$ cat config.mk
export PLATFORM = sky130hd
export DESIGN_NAME = motor_drive_config_cutback
export DESIGN_NICKNAME = d
export VERILOG_FILES = /design/src/design/motor_cfg_pkg.sv /design/src/design/idle_if.sv /design/src/design/cutback_timer.sv /design/src/design/motor_drive_config_cutback.sv
export SDC_FILE = /design/constraint.sdc
export NUM_CORES = 1
export LEC_CHECK = 0
export BUFFER_PORTS_ARGS = -buffer_cell sky130_fd_sc_hd__buf_4
export CELL_PAD_IN_SITES_DETAIL_PLACEMENT = 1
export CELL_PAD_IN_SITES_GLOBAL_PLACEMENT = 1
export CORE_MARGIN = 3
export CORE_UTILIZATION = 45
export DETAILED_ROUTE_END_ITERATION = 16
export PLACE_DENSITY_LB_ADDON = 0.1
export SETUP_SLACK_MARGIN = 0.05
export SYNTH_ARGS = -nofsm -noshare
export SYNTH_HDL_FRONTEND = slang
export SYNTH_SLANG_ARGS = --single-unit
$ cat constraint.sdc
create_clock -name sys_clk -period 2.8 [get_ports sys_clk]
set_input_delay 0.56 -clock sys_clk [delete_from_list [all_inputs] [get_ports sys_clk]]
set_output_delay 0.56 -clock sys_clk [all_outputs]
set_load 0.02 [all_outputs]
$ cat src/design/motor_cfg_pkg.sv
// constants, offsets and field layout of the motor configuration block
package motor_cfg_pkg;
  localparam logic [15:0] REG_NODE_ADDRESS  = 16'h0000;
  localparam logic [15:0] REG_MOTOR_CONFIG  = 16'h0001;
  localparam logic [15:0] REG_IDLE_CURRENT  = 16'h0002;
  localparam logic [7:0]  BROADCAST_NODE    = 8'h00;
  localparam logic [15:0] NODE_MIN          = 16'h0001;
  localparam logic [15:0] NODE_MAX          = 16'h00F7;
  localparam int          MODE_BIT          = 13;
  localparam int          CTRL_MSB          = 12;
  localparam int          CTRL_LSB          = 8;
  localparam int          CUR_MSB           = 7;
  localparam int          CUR_LSB           = 0;
  localparam int          TMO_MSB           = 15;
  localparam int          TMO_LSB           = 8;
  localparam logic [4:0]  CTRL_CODE_MAX     = 5'h08;
  localparam logic [7:0]  CUR_MAX_HIGH      = 8'h1E;
  localparam logic [7:0]  CUR_MAX_LOW       = 8'h24;
  localparam logic [15:0] MOTOR_CFG_MASK    = 16'h3FFF;
  localparam logic [15:0] RST_NODE_ADDRESS  = 16'h0001;
  localparam logic [15:0] RST_MOTOR_CONFIG  = 16'h030A;
  localparam logic [15:0] RST_IDLE_CURRENT  = 16'h0000;
  localparam int          PIN_COUNT         = 4;
  localparam int          CLK_HZ            = 25000000;
  localparam int          TICK_MS           = 100;
  localparam int          TICK_CYCLES       = (CLK_HZ / 1000) * TICK_MS;
  localparam int          TICK_W            = 22;
  typedef enum logic [1:0] {ST_OFF, ST_COUNT, ST_CUT} idle_state_t;
endpackage

$ cat src/design/idle_if.sv
// link between the register logic and the idle current timer
`timescale 1ns/1ps
interface idle_if;
  logic [7:0] timeoutTicks;
  logic       activity;
  logic       cutbackActive;
  modport ctrl  (output timeoutTicks, output activity, input cutbackActive);
  modport timer (input timeoutTicks, input activity, output cutbackActive);
endinterface

$ cat src/design/cutback_timer.sv
// idle timer that enters current cutback after the configured quiet time
`timescale 1ns/1ps
module cutback_timer #(
  parameter int TICK_CYCLES = motor_cfg_pkg::TICK_CYCLES
) (
  input wire logic sys_clk,
  input wire logic arst_n,
  idle_if.timer    idle
);
  import motor_cfg_pkg::*;

  localparam logic [TICK_W-1:0] TICK_LAST = TICK_W'(TICK_CYCLES - 1);

  idle_state_t       state_ff;
  idle_state_t       nxt_state;
  logic [TICK_W-1:0] tickCnt_ff;
  logic [7:0]        idleCnt_ff;

  wire tickDone = (tickCnt_ff == TICK_LAST);
  wire reached  = (idleCnt_ff == idle.timeoutTicks);
  wire disabled = (idle.timeoutTicks == 8'h00);

  //////////////////////////////////////////////////////////////////////////////
  always_comb
  begin
    nxt_state = state_ff;
    case (state_ff)
      ST_OFF:   nxt_state = disabled ? ST_OFF : ST_COUNT;                 // [RQ8]
      ST_COUNT: nxt_state = reached ? ST_CUT : ST_COUNT;                  // [RQ7]
      ST_CUT:   nxt_state = ST_CUT;
      default:  nxt_state = ST_OFF;
    endcase
    if (disabled)
      nxt_state = ST_OFF;                                                 // [RQ8]
    else if (idle.activity)
      nxt_state = ST_COUNT;                                               // [RQ11]
  end

  always_ff @(posedge sys_clk or negedge arst_n)
  begin
    if (!arst_n)
    begin
      state_ff   <= ST_OFF;
      tickCnt_ff <= '0;
      idleCnt_ff <= 8'h00;
    end
    else
    begin
      state_ff <= nxt_state;
      if (idle.activity || state_ff != ST_COUNT)
      begin
        tickCnt_ff <= '0;                                                 // [RQ11]
        idleCnt_ff <= 8'h00;
      end
      else if (tickDone)
      begin
        tickCnt_ff <= '0;
        idleCnt_ff <= idleCnt_ff + 8'h01;                                 // [RQ6]
      end
      else
        tickCnt_ff <= tickCnt_ff + TICK_W'(1);
    end
  end

  assign idle.cutbackActive = (state_ff == ST_CUT);
endmodule

$ cat src/design/motor_drive_config_cutback.sv
// node address, motor mode, step or pwm code, phase current and idle cutback
//
// Summary of operation
// RQ1: node address writes accepted only for 1 to 247; others get an error.
// RQ2: requests to node zero are executed but never answered.
// RQ3: mode bit 13 picks stepper when 0, brushed dc pwm jog when 1.
// RQ4: control field 12:8 codes 0..8 mean microstep size or pwm frequency.
// RQ5: phase current field 7:0 limited to 0x1E high or 0x24 low variant.
// RQ6: cutback timeout upper byte counts tenths of a second, up to 25.5 s.
// RQ7: quiet for the whole timeout switches motor current to cutback level.
// RQ8: timeout of zero disables cutback and ignores the cutback level.
// RQ9: cutback led lit whenever cutback is active, even at equal current.
// RQ10: cutback level uses the same current code table and limit.
// RQ11: any command or input change restarts timer and leaves cutback.
`timescale 1ns/1ps
module motor_drive_config_cutback #(
  parameter int   TICK_CYCLES  = motor_cfg_pkg::TICK_CYCLES,
  parameter logic HIGH_CURRENT = 1'b1
) (
  input  wire logic        sys_clk,
  input  wire logic        arst_n,
  input  wire logic        reqValid,
  input  wire logic [7:0]  reqNode,
  input  wire logic        reqWrite,
  input  wire logic [15:0] reqReg,
  input  wire logic [15:0] reqData,
  output logic             rspValid,
  output logic             rspError,
  output logic [15:0]      rspData,
  input  wire logic [motor_cfg_pkg::PIN_COUNT-1:0] inputPins,
  output logic [7:0]       nodeAddress,
  output logic             motorDcMode,
  output logic [4:0]       stepResolution,
  output logic [4:0]       pwmFreqSel,
  output logic [7:0]       motorCurrentCode,
  output logic             cutback_indicator_led
);
  import motor_cfg_pkg::*;

  localparam logic [7:0] CUR_MAX = HIGH_CURRENT ? CUR_MAX_HIGH : CUR_MAX_LOW;

  logic [15:0]          nodeReg_ff;
  logic [15:0]          motorReg_ff;
  logic [15:0]          idleReg_ff;
  logic                 rspValid_ff;
  logic                 rspError_ff;
  logic [15:0]          rspData_ff;
  logic [PIN_COUNT-1:0] pinMeta_ff;
  logic [PIN_COUNT-1:0] pinSync_ff;
  logic [PIN_COUNT-1:0] pinLast_ff;
  logic                 dcMode_ff;
  logic [4:0]           stepRes_ff;
  logic [4:0]           pwmSel_ff;
  logic [7:0]           current_ff;
  logic                 led_ff;

  idle_if idle ();

  //////////////////////////////////////////////////////////////////////////////
  // request decode and write checks
  wire isBroadcast = (reqNode == BROADCAST_NODE);                         // [RQ2]
  wire addressed   = reqValid && (isBroadcast || reqNode == nodeReg_ff[7:0]);
  wire hitNode     = (reqReg == REG_NODE_ADDRESS);
  wire hitMotor    = (reqReg == REG_MOTOR_CONFIG);
  wire hitIdle     = (reqReg == REG_IDLE_CURRENT);
  wire regHit      = hitNode || hitMotor || hitIdle;
  wire nodeOk      = (reqData >= NODE_MIN) && (reqData <= NODE_MAX);      // [RQ1]
  wire motorOk     = (reqData[CTRL_MSB:CTRL_LSB] <= CTRL_CODE_MAX)        // [RQ4]
                  && (reqData[CUR_MSB:CUR_LSB] <= CUR_MAX);               // [RQ5]
  wire idleOk      = (reqData[CUR_MSB:CUR_LSB] <= CUR_MAX);               // [RQ10]
  wire dataOk      = (hitNode && nodeOk) || (hitMotor && motorOk) || hitIdle && idleOk;
  wire wrNode      = addressed && reqWrite && hitNode && nodeOk;
  wire wrMotor     = addressed && reqWrite && hitMotor && motorOk;
  wire wrIdle      = addressed && reqWrite && hitIdle && idleOk;
  wire reqFault    = !regHit || (reqWrite && !dataOk);
  wire [15:0] readMux = hitNode  ? nodeReg_ff  :
                        hitMotor ? motorReg_ff :
                        hitIdle  ? idleReg_ff  : 16'h0000;
  wire pinChange   = (pinSync_ff != pinLast_ff);

  assign idle.timeoutTicks = idleReg_ff[TMO_MSB:TMO_LSB];                 // [RQ6]
  assign idle.activity     = addressed || pinChange;                      // [RQ11]

  //////////////////////////////////////////////////////////////////////////////
  // configuration registers
  always_ff @(posedge sys_clk or negedge arst_n)
  begin
    if (!arst_n)
    begin
      nodeReg_ff  <= RST_NODE_ADDRESS;
      motorReg_ff <= RST_MOTOR_CONFIG;
      idleReg_ff  <= RST_IDLE_CURRENT;
    end
    else
    begin
      if (wrNode)
        nodeReg_ff <= reqData;                                            // [RQ1]
      if (wrMotor)
        motorReg_ff <= reqData & MOTOR_CFG_MASK;
      if (wrIdle)
        idleReg_ff <= reqData;
    end
  end

  // reply generation, silent for broadcast
  always_ff @(posedge sys_clk or negedge arst_n)
  begin
    if (!arst_n)
    begin
      rspValid_ff <= 1'b0;
      rspError_ff <= 1'b0;
      rspData_ff  <= 16'h0000;
    end
    else
    begin
      rspValid_ff <= addressed && !isBroadcast;                           // [RQ2]
      rspError_ff <= addressed && !isBroadcast && reqFault;               // [RQ1]
      if (addressed && !isBroadcast)
        rspData_ff <= reqWrite ? reqData : readMux;
    end
  end

  // input pin synchroniser and change detect
  always_ff @(posedge sys_clk or negedge arst_n)
  begin
    if (!arst_n)
    begin
      pinMeta_ff <= '0;
      pinSync_ff <= '0;
      pinLast_ff <= '0;
    end
    else
    begin
      pinMeta_ff <= inputPins;
      pinSync_ff <= pinMeta_ff;
      pinLast_ff <= pinSync_ff;
    end
  end

  //////////////////////////////////////////////////////////////////////////////
  // drive outputs
  wire       modeDc   = motorReg_ff[MODE_BIT];
  wire [4:0] ctrlCode = motorReg_ff[CTRL_MSB:CTRL_LSB];
  wire [7:0] curSel   = idle.cutbackActive ? idleReg_ff[CUR_MSB:CUR_LSB]  // [RQ7]
                                           : motorReg_ff[CUR_MSB:CUR_LSB];

  always_ff @(posedge sys_clk or negedge arst_n)
  begin
    if (!arst_n)
    begin
      dcMode_ff  <= 1'b0;
      stepRes_ff <= 5'h00;
      pwmSel_ff  <= 5'h00;
      current_ff <= 8'h00;
      led_ff     <= 1'b0;
    end
    else
    begin
      dcMode_ff  <= modeDc;                                               // [RQ3]
      stepRes_ff <= modeDc ? 5'h00 : ctrlCode;                            // [RQ4]
      pwmSel_ff  <= modeDc ? ctrlCode : 5'h00;                            // [RQ4]
      current_ff <= curSel;                                               // [RQ10]
      led_ff     <= idle.cutbackActive;                                   // [RQ9]
    end
  end

  cutback_timer #(
    .TICK_CYCLES (TICK_CYCLES)
  ) u_timer (
    .sys_clk (sys_clk),
    .arst_n  (arst_n),
    .idle    (idle.timer)
  );

  assign rspValid              = rspValid_ff;
  assign rspError              = rspError_ff;
  assign rspData               = rspData_ff;
  assign nodeAddress           = nodeReg_ff[7:0];
  assign motorDcMode           = dcMode_ff;
  assign stepResolution        = stepRes_ff;
  assign pwmFreqSel            = pwmSel_ff;
  assign motorCurrentCode      = current_ff;
  assign cutback_indicator_led = led_ff;
endmodule

* Word-level counts from Yosys, hierarchy flattened *
Index checks and enable logic that the tools add are counted.
Widths: inputs -> output; s select.

word-level totals
  register bits after elaboration = 128
  output and inout port bits = 46

cells by class
  add/subtract/negate cells = 2
  order comparisons = 4
  equality and inequality tests = 9
  mux-type cells = 15
  reductions and logical operators = 32

operators with widths
  operator               number
  $mux 16                4
  $mux 22                2
  $mux 8                 3
  $add 22x1->22 const B  1
  $eq 22x22->1 const B   1
  $eq 16x1->1 const B    1
  $eq 16x2->1 const B    1
  $eq 8x8->1             2
  $ge 16x1->1 const B    1
  $le 16x8->1 const B    1
  $logic_and 1x1->1      16
  $logic_not 16->1       1
  $logic_not 8->1        2
  $mux 5                 2
  $add 8x1->8 const B    1
  $le 8x5->1 const B     1
  $logic_or 1x1->1       8
  $mux 2                 3
  $pmux 2 s3             1
  $le 5x4->1 const B     1
  $ne 4x4->1             1
  $logic_not 1->1        3
  $eq 2x1->1 const B     1
  $eq 2x2->1 const B     1
  other kinds (3)        3

* Logic depth before layout (Yosys ltp) *
Gate-level depths: netlist of the first run.

  word-level depth = 9
  gate-level depth with buffers = 7

* Modules after synthesis *
Synthesis of the first run repeated with hierarchy kept, for this count alone.

unflattened totals
  cells, all modules = 512
  area, all modules = 5,910.7 um2

by module, submodules not included
  module                      instances  cells each  area an instance (um2)
  motor_drive_config_cutback  1          318         4,112.7
  cutback_timer               1          194         1,798.0

* Worst setup path after synthesis of the first run *
No wires, ideal clock.

  kind = input -> register
  start = input reqReg[13]
  end = register nodeReg_ff[6]
  setup time = 0.127 ns
  data arrival time = 2.636 ns
  setup slack = 0.037 ns
  cell stages on the path = 6
  path buffers = 1
  cell sequence = or4_4 > nor4_4 > nand2_2 > nor4b_4 > buf_6 > mux2_1

between the ends
  word-level cells in the longest chain between the ends = 3

RTL lines
  item                             line                              text
  start: declaration               motor_drive_config_cutback.sv:25  input wire logic [15:0] reqReg,
  $logic_not 16->1                 motor_drive_config_cutback.sv:63  wire hitNode = (reqReg == REG_NODE_ADDRESS);
  $logic_and 1x1->1 (2 in series)  motor_drive_config_cutback.sv:72  wire wrNode = addressed && reqWrite && hitNode && nodeOk;
  end signal: assignment           motor_drive_config_cutback.sv:97  nodeReg_ff <= reqData;
  end: declaration                 motor_drive_config_cutback.sv:42  logic [15:0] nodeReg_ff;

Every way passes these cells.
A chain may end at the register's enable or synchronous reset.

* Worst setup path after layout of the first run *
  start = register nodeReg_ff[6]
  end = register motorReg_ff[11]

between the ends
  word-level cells in the longest chain between the ends = 6

RTL lines
  item                             line                              text
  $eq 8x8->1                       motor_drive_config_cutback.sv:62  wire addressed = reqValid && (isBroadcast || reqNode == nodeReg_ff[7:0]);
  $logic_or 1x1->1                 motor_drive_config_cutback.sv:62
  $logic_and 1x1->1                motor_drive_config_cutback.sv:62
  $logic_and 1x1->1 (3 in series)  motor_drive_config_cutback.sv:73  wire wrMotor = addressed && reqWrite && hitMotor && motorOk;
  end signal: assignment           motor_drive_config_cutback.sv:99  motorReg_ff <= reqData & MOTOR_CFG_MASK;
  end: declaration                 motor_drive_config_cutback.sv:43  logic [15:0] motorReg_ff;

Every way passes these cells.

==> results of run 1 <==
## stage by stage
step,hold slack (ns),power [mW],area [um^2]
6_report,0.1391,4.295,7277
2_1_floorplan,0.2644,1.969,5778
3_3_place_gp,0.3323,2.100,6688
4_1_cts,0.1422,4.337,7277
5_1_grt,0.1767,4.446,7277
3_5_place_dp,0.3386,2.107,6688
## cell type report
| type | count | area [um^2] | share of cell area [%] |
|---|---|---|---|
| flip-flops and latches | 128 | 3209 | 44.10 |
| inverters | 22 | 82.58 | 1.135 |
| clock buffers | 21 | 450.4 | 6.190 |
| clock inverters | 11 | 138.9 | 1.909 |
| repair buffers | 108 | 835.8 | 11.49 |
| multi-input cells | 320 | 2350 | 32.29 |
| well taps | 168 | 210.2 | 2.889 |
## power breakdown
group          total [mW]  switching (mW)  internal, mW
clock network        2.22           0.807          1.41
logic               0.194           0.112        0.0821
registers            1.88         0.00931          1.87
## metal layers
layer	vias to the layer above	share of wire (%)	global-route usage [%]
li1	1947	-	-
met1	2172	44	28.80
met2	114	50	36.59
met3	19	4.7	5.271
met4	0	1.5	6.372
met5	-	0	0
## synthesized netlist by cell type (9+ instances only)
cell	number
nor2b_1	23
a221oi_1	17
buf_4	9
nand3_1	14
nor2_1	36
nand2_1	18
clkbuf_1	14
a21o_1	14
mux2_2	37
nor4_1	11
inv_1	22
xor2_1	16
nor3_1	12
xnor2_1	31
dfrtp_1	123
a21oi_1	17
a22oi_1	14
## sequential cells by signal (all words and copies together) (netlist names), 5 cells and up
signal,count
rspData,16
motorCurrentCode,8
u_timer.tickCnt_ff,22
u_timer.idleCnt_ff,8
motorReg_ff,14
nodeReg_ff,16
pwmFreqSel,5
stepResolution,5
idleReg_ff,16
## kinds of logic (layout without fill, tap and decap cells)
| group | count (synthesis) | after routing | synth area share [%] |
|---|---|---|---|
| and+or+nand+nor | 160 | 160 | 16.53 |
| DFF | 128 | 128 | 55.58 |
| AOI/OAI and AO/OA | 71 | 71 | 8.754 |
| xor gates and xnor gates | 47 | 47 | 7.129 |
| buffers and inverters | 47 | 162 | 3.792 |
| muxes | 40 | 40 | 7.779 |
| adders and majority gates | 2 | 2 | 0.4333 |
## critical path, delay by kind of cell, from the launching register on
| kind | cells | cell delay [ns] |
|---|---|---|
| buffers and inverters | 1 | 0.21 |
| AOI/OAI and AO/OA | 1 | 0.34 |
| and+or+nand+nor | 2 | 0.76 |
| muxes | 1 | 0.36 |
| DFF | 1 | 0.45 |
| xor gates and xnor gates | 1 | 0.17 |
## worst max-delay path by stage
stage,endpoint
global route,motorReg_ff[11]
global placement,motorReg_ff[11]
detailed placement,motorReg_ff[11]
finish,motorReg_ff[11]
CTS,motorReg_ff[11]
floorplan,nodeReg_ff[6]
==> results.yml, run 1 <==
detailed_routing:
  ant_nets: 0
  num_vias: 4252
  firstDrtPassIters: 4
  routed_wl_um: 14960
  drtIter0Drc: 229
  via_per_inst: 5.465
  remaining_drc_errors: 0
  wl_per_cell_um: 19.23
placement:
  dp.cells: 746
  routabilityCongestion: 0.7943
  portBuffers: 93
  dpl_worst_slack_ns: 0.08484
  hpwl_um: 10230
sta:
  period_share_pct: 86.23
  rsz0062_at_grt: "no"
  tns_ns: 0
  slew_violations: 0
  fmax_ghz: 0.4142
  final-hold-violation-count: 0
  fin_crit_ns: 2.414
  fin_ws_ns: 0.3857
  finalSetupViolations: 0
  worst_pin_slew_ns: 0.8915
  worst_clock_skew_ns: 0.006946
  relSlewSlack_pct: 40.44
clock_tree:
  clk_pin_slew_worst_paths_ns: 0.06
  cts_resized: 0
  clock_path_buffers: 2
  clkLatencyLatePin_ns: 0.42
  cts_buffers: 17
  cts_sinks: 128
  postCtsSetupRepairBufs: 0
  ctsHoldBuffers: 0
  htree_levels: 4
  cts_root_buf: "clkbuf_16"
  cts_tree: "yes"
synth:
  seq_area_frac_synth_pct: 55.58
  ys_ff_latch: 128
  ys_types: 47
  synth_area_um2: 5774
  synthArstFlopShare_pct: 100.0
  synth_edf_count: 0
  synth_flop_cell: "dfrtp_1"
  netlist_instances: 495
  yosys.area.top_type: "dfrtp_1"
  synth_top_area_share_pct: 53.30
  avgSynthCellArea_um2: 11.67
  syn-num-nets: 545
  synth_warnings: 0
  synthTopCellsByArea: "dfrtp_1, mux2_2, xnor2_1, a221oi_1, nor2b_1"
floorplan:
  io_pins: 94
  fp-row-count: 40
  die_width_um: 119.3
  core_area_um2: 12260
  initial_core_util_pct: 47.09
  dieArea_um2: 14230
  die_h_um: 119.3
worst_setup_path:
  path_class: "reg -> reg"
  max_stage_delay_ns: 0.45
  critPathMaxFanout: 8
  cp_data_required_time_ns: 3.09
  cp-end-kind: "register"
  startpoint: "nodeReg_ff[6]"
  rr_startpoint: "nodeReg_ff[6]"
  cpMaxStageDelayCell: "dfrtp_1"
  rrSetupSlack_ns: 0.39
  ff2ff_path_depth: 6
  worstPathArrival_ns: 2.71
  r2r_end: "motorReg_ff[11]"
  start_kind: "register"
  path_cells: "xor2_1 > nor4_1 > a21boi_1 > nor4b_4 > buf_4 > mux2_2"
finish:
  final_common_cell: "dfrtp_1"
  synthToLayoutAreaGrowth_pct: 26.02
  drive_gt1_share_pct: 31.48
  layout_common_cells: "dfrtp_1, buf_4, mux2_2"
  nets: 647
  antenna_cells: 0
  fill_cells: 1322
  fin_cells: 778
  fin_util_pct: 59.35
grt:
  grt_max_degree: 58
  overflow: 0
  antenna_found_initial: 0
  grt_pass1_vias: 4647
  grt_use_total_pct: 22.04
  grt_pass1_wl_um: 24540
hold_path:
  hp-class: "in -> async"
status:
  status: "finished, final reports clean"
power_and_ir_drop:
  p_leak_nw: 3.543
  p_per_area_nw_per_um2: 590.2
  ir_drop_v: 0.0005000
run:
  cap_violations: 0
Note: power is estimated with default switching activity, not from simulation.
==> run 2, diff against run 1 <==
- BUFFER_PORTS_ARGS: -buffer_cell sky130_fd_sc_hd__buf_4 -> -buffer_cell sky130_fd_sc_hd__buf_2
- CAP_MARGIN: unset -> 10
- SLEW_MARGIN: unset -> 30
==> run 2 against run 1 <==
Compared with the run above: fmax up 4.1%; combinational power decreased by 11%; power rose by 2.6%; sequential cell count did not move; register-to-register slack better by 0.095 ns; clock skew shrank 0.0016 ns; final cell count up 0.39%; critical endpoint is now u_timer.tickCnt_ff[19]; largest power group unchanged.
==> results.yml, run 2 (same netlist as run 1, synthesis figures left out) <==
power_and_ir_drop:
  switching_power_mw: 0.9802
  p_int_mw: 3.428
  switching_share_pct: 22.23
  p_comb_share_pct: 3.9
  ir_drop_v: 0.0004992
  power_mw: 4.408
  p_per_area_nw_per_um2: 620.3
  clkPwrFrac_pct: 53.5
  p_leak_nw: 3.528
  power.share.sequential_pct: 42.6
finish:
  drive_gt1_share_pct: 32.46
  antenna_cells: 0
  regMostFlops: "u_timer.tickCnt_ff"
  layout_common_cells: "dfrtp_1, buf_2, mux2_2"
  fill_cells: 1330
  final_common_cell: "dfrtp_1"
  synthToLayoutAreaGrowth_pct: 23.08
  largest_register_ffs: 22
  nets: 650
floorplan:
  fp-row-count: 40
  dieArea_um2: 14230
  initial_core_util_pct: 47.09
  die_h_um: 119.3
  io_pins: 94
  die_width_um: 119.3
  core_area_um2: 12260
clock_tree:
  htree_levels: 4
  postCtsSetupRepairBufs: 0
  clkLatencyLatePin_ns: 0.42
  clock_path_buffers: 2
  cts_root_buf: "clkbuf_16"
  cts_resized: 0
  cts_tree: "yes"
  cts_sinks: 128
  ctsHoldBuffers: 0
  cts_buffers: 17
  clk_pin_slew_worst_paths_ns: 0.06
grt:
  grt_use_total_pct: 22.19
  grt_pass1_wl_um: 24960
  antenna_found_initial: 0
  overflow: 0
  grt_max_degree: 53
  grt_pass1_vias: 4839
detailed_routing:
  routed_wl_um: 14860
  via_per_inst: 5.488
  wl_per_cell_um: 19.02
  ant_nets: 0
  num_vias: 4286
  remaining_drc_errors: 0
  firstDrtPassIters: 4
  drtIter0Drc: 196
placement:
  portBuffers: 93
  routabilityCongestion: 0.7886
  hpwl_um: 10280
worst_setup_path:
  rr_startpoint: "u_timer.tickCnt_ff[0]"
  cp_data_required_time_ns: 3.10
  max_stage_delay_ns: 0.45
  cp-end-kind: "register"
  path_cells: "ha_1 > and4_1 > nand4_1 > or2_2 > o211ai_1 > buf_4 > nor2_1"
  ff2ff_path_depth: 7
  critPathMaxFanout: 21
  r2r_end: "u_timer.tickCnt_ff[19]"
  path_class: "reg -> reg"
  start_kind: "register"
  path_buf_inv: 1
  rrSetupSlack_ns: 0.48
  worstPathArrival_ns: 2.62
  cp_top_family: "simple AND/OR/NAND/NOR gates"
  cpMaxStageDelayCell: "or2_2"
sta:
  slew_violations: 0
  relSlewSlack_pct: 57.21
  finalSetupViolations: 0
  final-hold-violation-count: 0
  period_share_pct: 82.82
  fmax_ghz: 0.4312
  fin_crit_ns: 2.319
  worst_clock_skew_ns: 0.005321
  worst_pin_slew_ns: 0.6412
  tns_ns: 0
  rsz0062_at_grt: "no"
hold_path:
  hp-class: "in -> async"
run:
  cap_violations: 0
status:
  status: "finished, final reports clean"
-- run 2: cell types whose count changed in the layout (fill, tap and decap cells not counted), sizes merged --
cell and delta:
clkbuf -4, clkinv -1, buf +3, bufinv +1
clkinvlp +2, inv +2
-- run 2: worst max path at each step --
| stage | cells past startpoint | slack, ns | endpoint | start |
|---|---|---|---|---|
| final | 7 | 0.48 | u_timer.tickCnt_ff[19] | u_timer.tickCnt_ff[0] |
| after global routing | 7 | 0.26 | u_timer.tickCnt_ff[2] | u_timer.tickCnt_ff[0] |
| after CTS | 7 | 0.45 | motorReg_ff[13] | nodeReg_ff[6] |
| after detailed placement | 7 | 0.11 | motorReg_ff[13] | reqReg[9] |
| after global placement | 7 | 0.20 | nodeReg_ff[4] | reqReg[3] |
| after floorplan | 6 | 0.05 | nodeReg_ff[6] | reqReg[3] |
-- run 2: layout make-up --
class | instances | area, um^2 | area share (%)
Timing Repair Buffer | 111 | 615.6 | 8.662
Inverter | 22 | 82.58 | 1.162
Tap cell | 168 | 210.2 | 2.958
Clock buffer | 17 | 425.4 | 5.986
Clock inverter | 15 | 211.5 | 2.975
Sequential cell | 128 | 3209 | 45.16
Multi-Input combinational cell | 320 | 2352 | 33.10
-- run 2: through the flow --
stage | cell area, um^2 | instances | worst slack [ns] | util, % | hold WS, ns
global placement | 6467 | 749 | 0.2040 | 52.74 | 0.3328
CTS | 7104 | 781 | 0.4453 | 57.94 | 0.09173
floorplan | 5778 | 495 | 0.05112 | - | 0.2644
detailed placement | 6467 | 749 | 0.1052 | 52.74 | 0.3362
finish | 7107 | 781 | 0.4811 | 57.96 | 0.08649
global route | 7107 | 781 | 0.2623 | 57.96 | 0.1165
-- run 2: layer usage --
metal	track usage (%)	share of wire [%]	up-vias
met3	4.606	4.2	20
met4	6.155	1.3	0
met5	0	0	-
met2	38.64	51	111
met1	27.98	43	2200
li1	-	-	1955
-- run 2: power groups by stage --
stage               clock, mW  combinational [mW]  sequential, mW
floorplan                   0              0.0481            1.92
global placement            0               0.169            1.91
detailed placement          0               0.175            1.91
CTS                      2.40               0.177            1.88
global route             2.49               0.193            1.88
finish                   2.36               0.173            1.88
==> run 3, diff against run 2 <==
- CORE_UTILIZATION: 45 -> 40
- clock period: 2.8 -> 2.1 ns (I/O delays scaled with it)
==> run 3 against run 2 <==
Compared with the run above: the run now ends with negative setup slack left; clock skew increased by 0.00060 ns; final area increased by 9.7%; routed wire length increased by 9.9%; critical path depth increased by 2; first-iteration DRC count increased by 90%; combinational power increased by 68%; register-to-register slack got worse by 0.46 ns.
==> results.yml, run 3 (same netlist as run 1, synthesis figures left out) <==
status:
  status: "complete, but fails checks"
  violations: "negative setup slack"
worst_setup_path:
  critPathMaxFanout: 7
  critPathMostFrequentCell: "buf_6"
  path_buf_inv: 4
  cp_data_required_time_ns: 2.40
  rrSetupSlack_ns: 0.02
  cp-end-kind: "register"
  max_stage_delay_ns: 0.58
  rr_startpoint: "nodeReg_ff[4]"
  r2r_end: "idleReg_ff[2]"
  cp_top_family: "simple AND/OR/NAND/NOR gates"
  critical_path_cell_count: 9
  start_kind: "primary input"
  worstPathArrival_ns: 2.42
  ff2ff_path_depth: 7
  path_cells: "buf_6 > or4_4 > buf_6 > nor4_4 > buf_6 > nand3_4 > nor2_4 > clkbuf_16 > mux2_4"
  path_class: "in -> reg"
  startpoint: "reqReg[9]"
  worstSetupEndpoint: "idleReg_ff[2]"
  cpMaxStageDelayCell: "or4_4"
detailed_routing:
  remaining_drc_errors: 0
  wl_per_cell_um: 19.47
  ant_nets: 0
  via_per_inst: 5.311
  routed_wl_um: 16330
  drtIter0Drc: 372
  num_vias: 4456
  firstDrtPassIters: 4
floorplan:
  core_area_um2: 13990
  die_width_um: 126.2
  dieArea_um2: 15910
  initial_core_util_pct: 41.28
  fp-row-count: 43
  die_h_um: 126.2
  io_pins: 94
sta:
  finalSetupViolations: 8
  fin_crit_ns: 2.124
  worst_clock_skew_ns: 0.005925
  fin_ws_ns: -0.02381
  worst_pin_slew_ns: 0.5435
  slew_violations: 0
  period_share_pct: 101.1
  final-hold-violation-count: 0
  relSlewSlack_pct: 63.77
  rsz0062_at_grt: "yes"
  fmax_ghz: 0.4709
power_and_ir_drop:
  p_per_area_nw_per_um2: 736.7
  power.share.sequential_pct: 43.6
  p_leak_nw: 3.830
  switching_power_mw: 1.259
  clkPwrFrac_pct: 51.3
  power_mw: 5.742
  ir_drop_v: 0.0005365
  p_int_mw: 4.483
  switching_share_pct: 21.93
  p_comb_share_pct: 5.1
clock_tree:
  clk_pin_slew_worst_paths_ns: 0.06
  cts_root_buf: "clkbuf_16"
  cts_tree: "yes"
  cts_sinks: 128
  clock_path_buffers: 2
  htree_levels: 4
  cts_buffers: 17
  clkLatencyLatePin_ns: 0.42
finish:
  drive_gt1_share_pct: 39.15
  synthToLayoutAreaGrowth_pct: 34.99
  fill_cells: 1511
  design_area_um2: 7795
  final_common_cell: "dfrtp_1"
  regMostFlops: "u_timer.tickCnt_ff"
  fin_util_pct: 55.72
  largest_register_ffs: 22
  nets: 696
  layout_common_cells: "dfrtp_1, buf_2, buf_4"
  antenna_cells: 0
placement:
  placed_area_um2: 6939
  routabilityCongestion: 0.7855
  portBuffers: 93
  hpwl_um: 11060
grt:
  grt_use_total_pct: 20.42
  grt_max_degree: 38
  antenna_found_initial: 0
  grt_pass1_wl_um: 25540
  grt_pass1_vias: 4807
  overflow: 0
run:
  cap_violations: 0
hold_path:
  hp-class: "in -> reg"
[run 3: worst register-to-register path: cells and delay by family (launching register included)]
kind	cells	cell delay (ns)
buf+inv	2	0.37
compound gates	1	0.18
mux	1	0.30
simple gates	2	0.52
flops	1	0.39
xor+xnor	1	0.19
[run 3: area by class of cell]
class / instances / area (um^2) / area share, %
Tap cell: 180 / 225.2 / 2.889
Sequential cell: 128 / 3209 / 41.17
Inverter: 22 / 82.58 / 1.059
Clock inverter: 8 / 103.9 / 1.332
Timing Repair Buffer: 157 / 1099 / 14.09
Clock buffer: 24 / 491.7 / 6.308
Multi-Input combinational cell: 320 / 2584 / 33.15
[run 3: timing repair]
item,CTS,global route
hold buffers,1,0
cloned,0,2
pin swaps,4,6
gates resized for setup,16,18
setup endpoints to repair,59,67
hold endpoints to repair,13,0
buffers inserted,2,4
[run 3: through the flow]
step           hold slack [ns]  setup TNS, ns  setup slack, ns  cells
2_1_floorplan           0.1244         -16.35          -0.5022    495
3_3_place_gp            0.3323         -22.21          -0.5571    798
3_5_place_dp            0.3371         -23.41          -0.5812    798
4_1_cts                0.09251              0          0.02296    833
5_1_grt                0.09359        -0.8100         -0.05780    839
6_report                0.1111        -0.1168         -0.02381    839
[run 3: power by group through the flow]
| stage | logic (mW) | clock network [mW] | registers (mW) |
|---|---|---|---|
| after floorplan | 0.0659 | 0 | 2.56 |
| after global placement | 0.266 | 0 | 2.55 |
| after detailed placement | 0.275 | 0 | 2.55 |
| after CTS | 0.285 | 3.01 | 2.50 |
| after global routing | 0.321 | 3.13 | 2.51 |
| final | 0.291 | 2.95 | 2.50 |
[run 3: worst min path at each step]
stage | from | endpoint | slack, ns | depth (start not counted)
floorplan | arst_n | cutback_indicator_led | 0.12 | 0
global placement | pinMeta_ff[1] | pinSync_ff[1] | 0.33 | 0
detailed placement | pinMeta_ff[2] | pinSync_ff[2] | 0.34 | 0
CTS | inputPins[2] | pinMeta_ff[2] | 0.09 | 1
global route | inputPins[3] | pinMeta_ff[3] | 0.09 | 1
finish | inputPins[2] | pinMeta_ff[2] | 0.11 | 1
[run 3: routing by layer]
metal / vias to the layer above / wire length [um] / GRT usage, %
li1: 2047 / - / -
met4: 0 / 354 / 7.382
met1: 2263 / 7276 / 27.29
met2: 121 / 8079 / 33.15
met5: - / 0 / 0
met3: 25 / 623 / 4.114
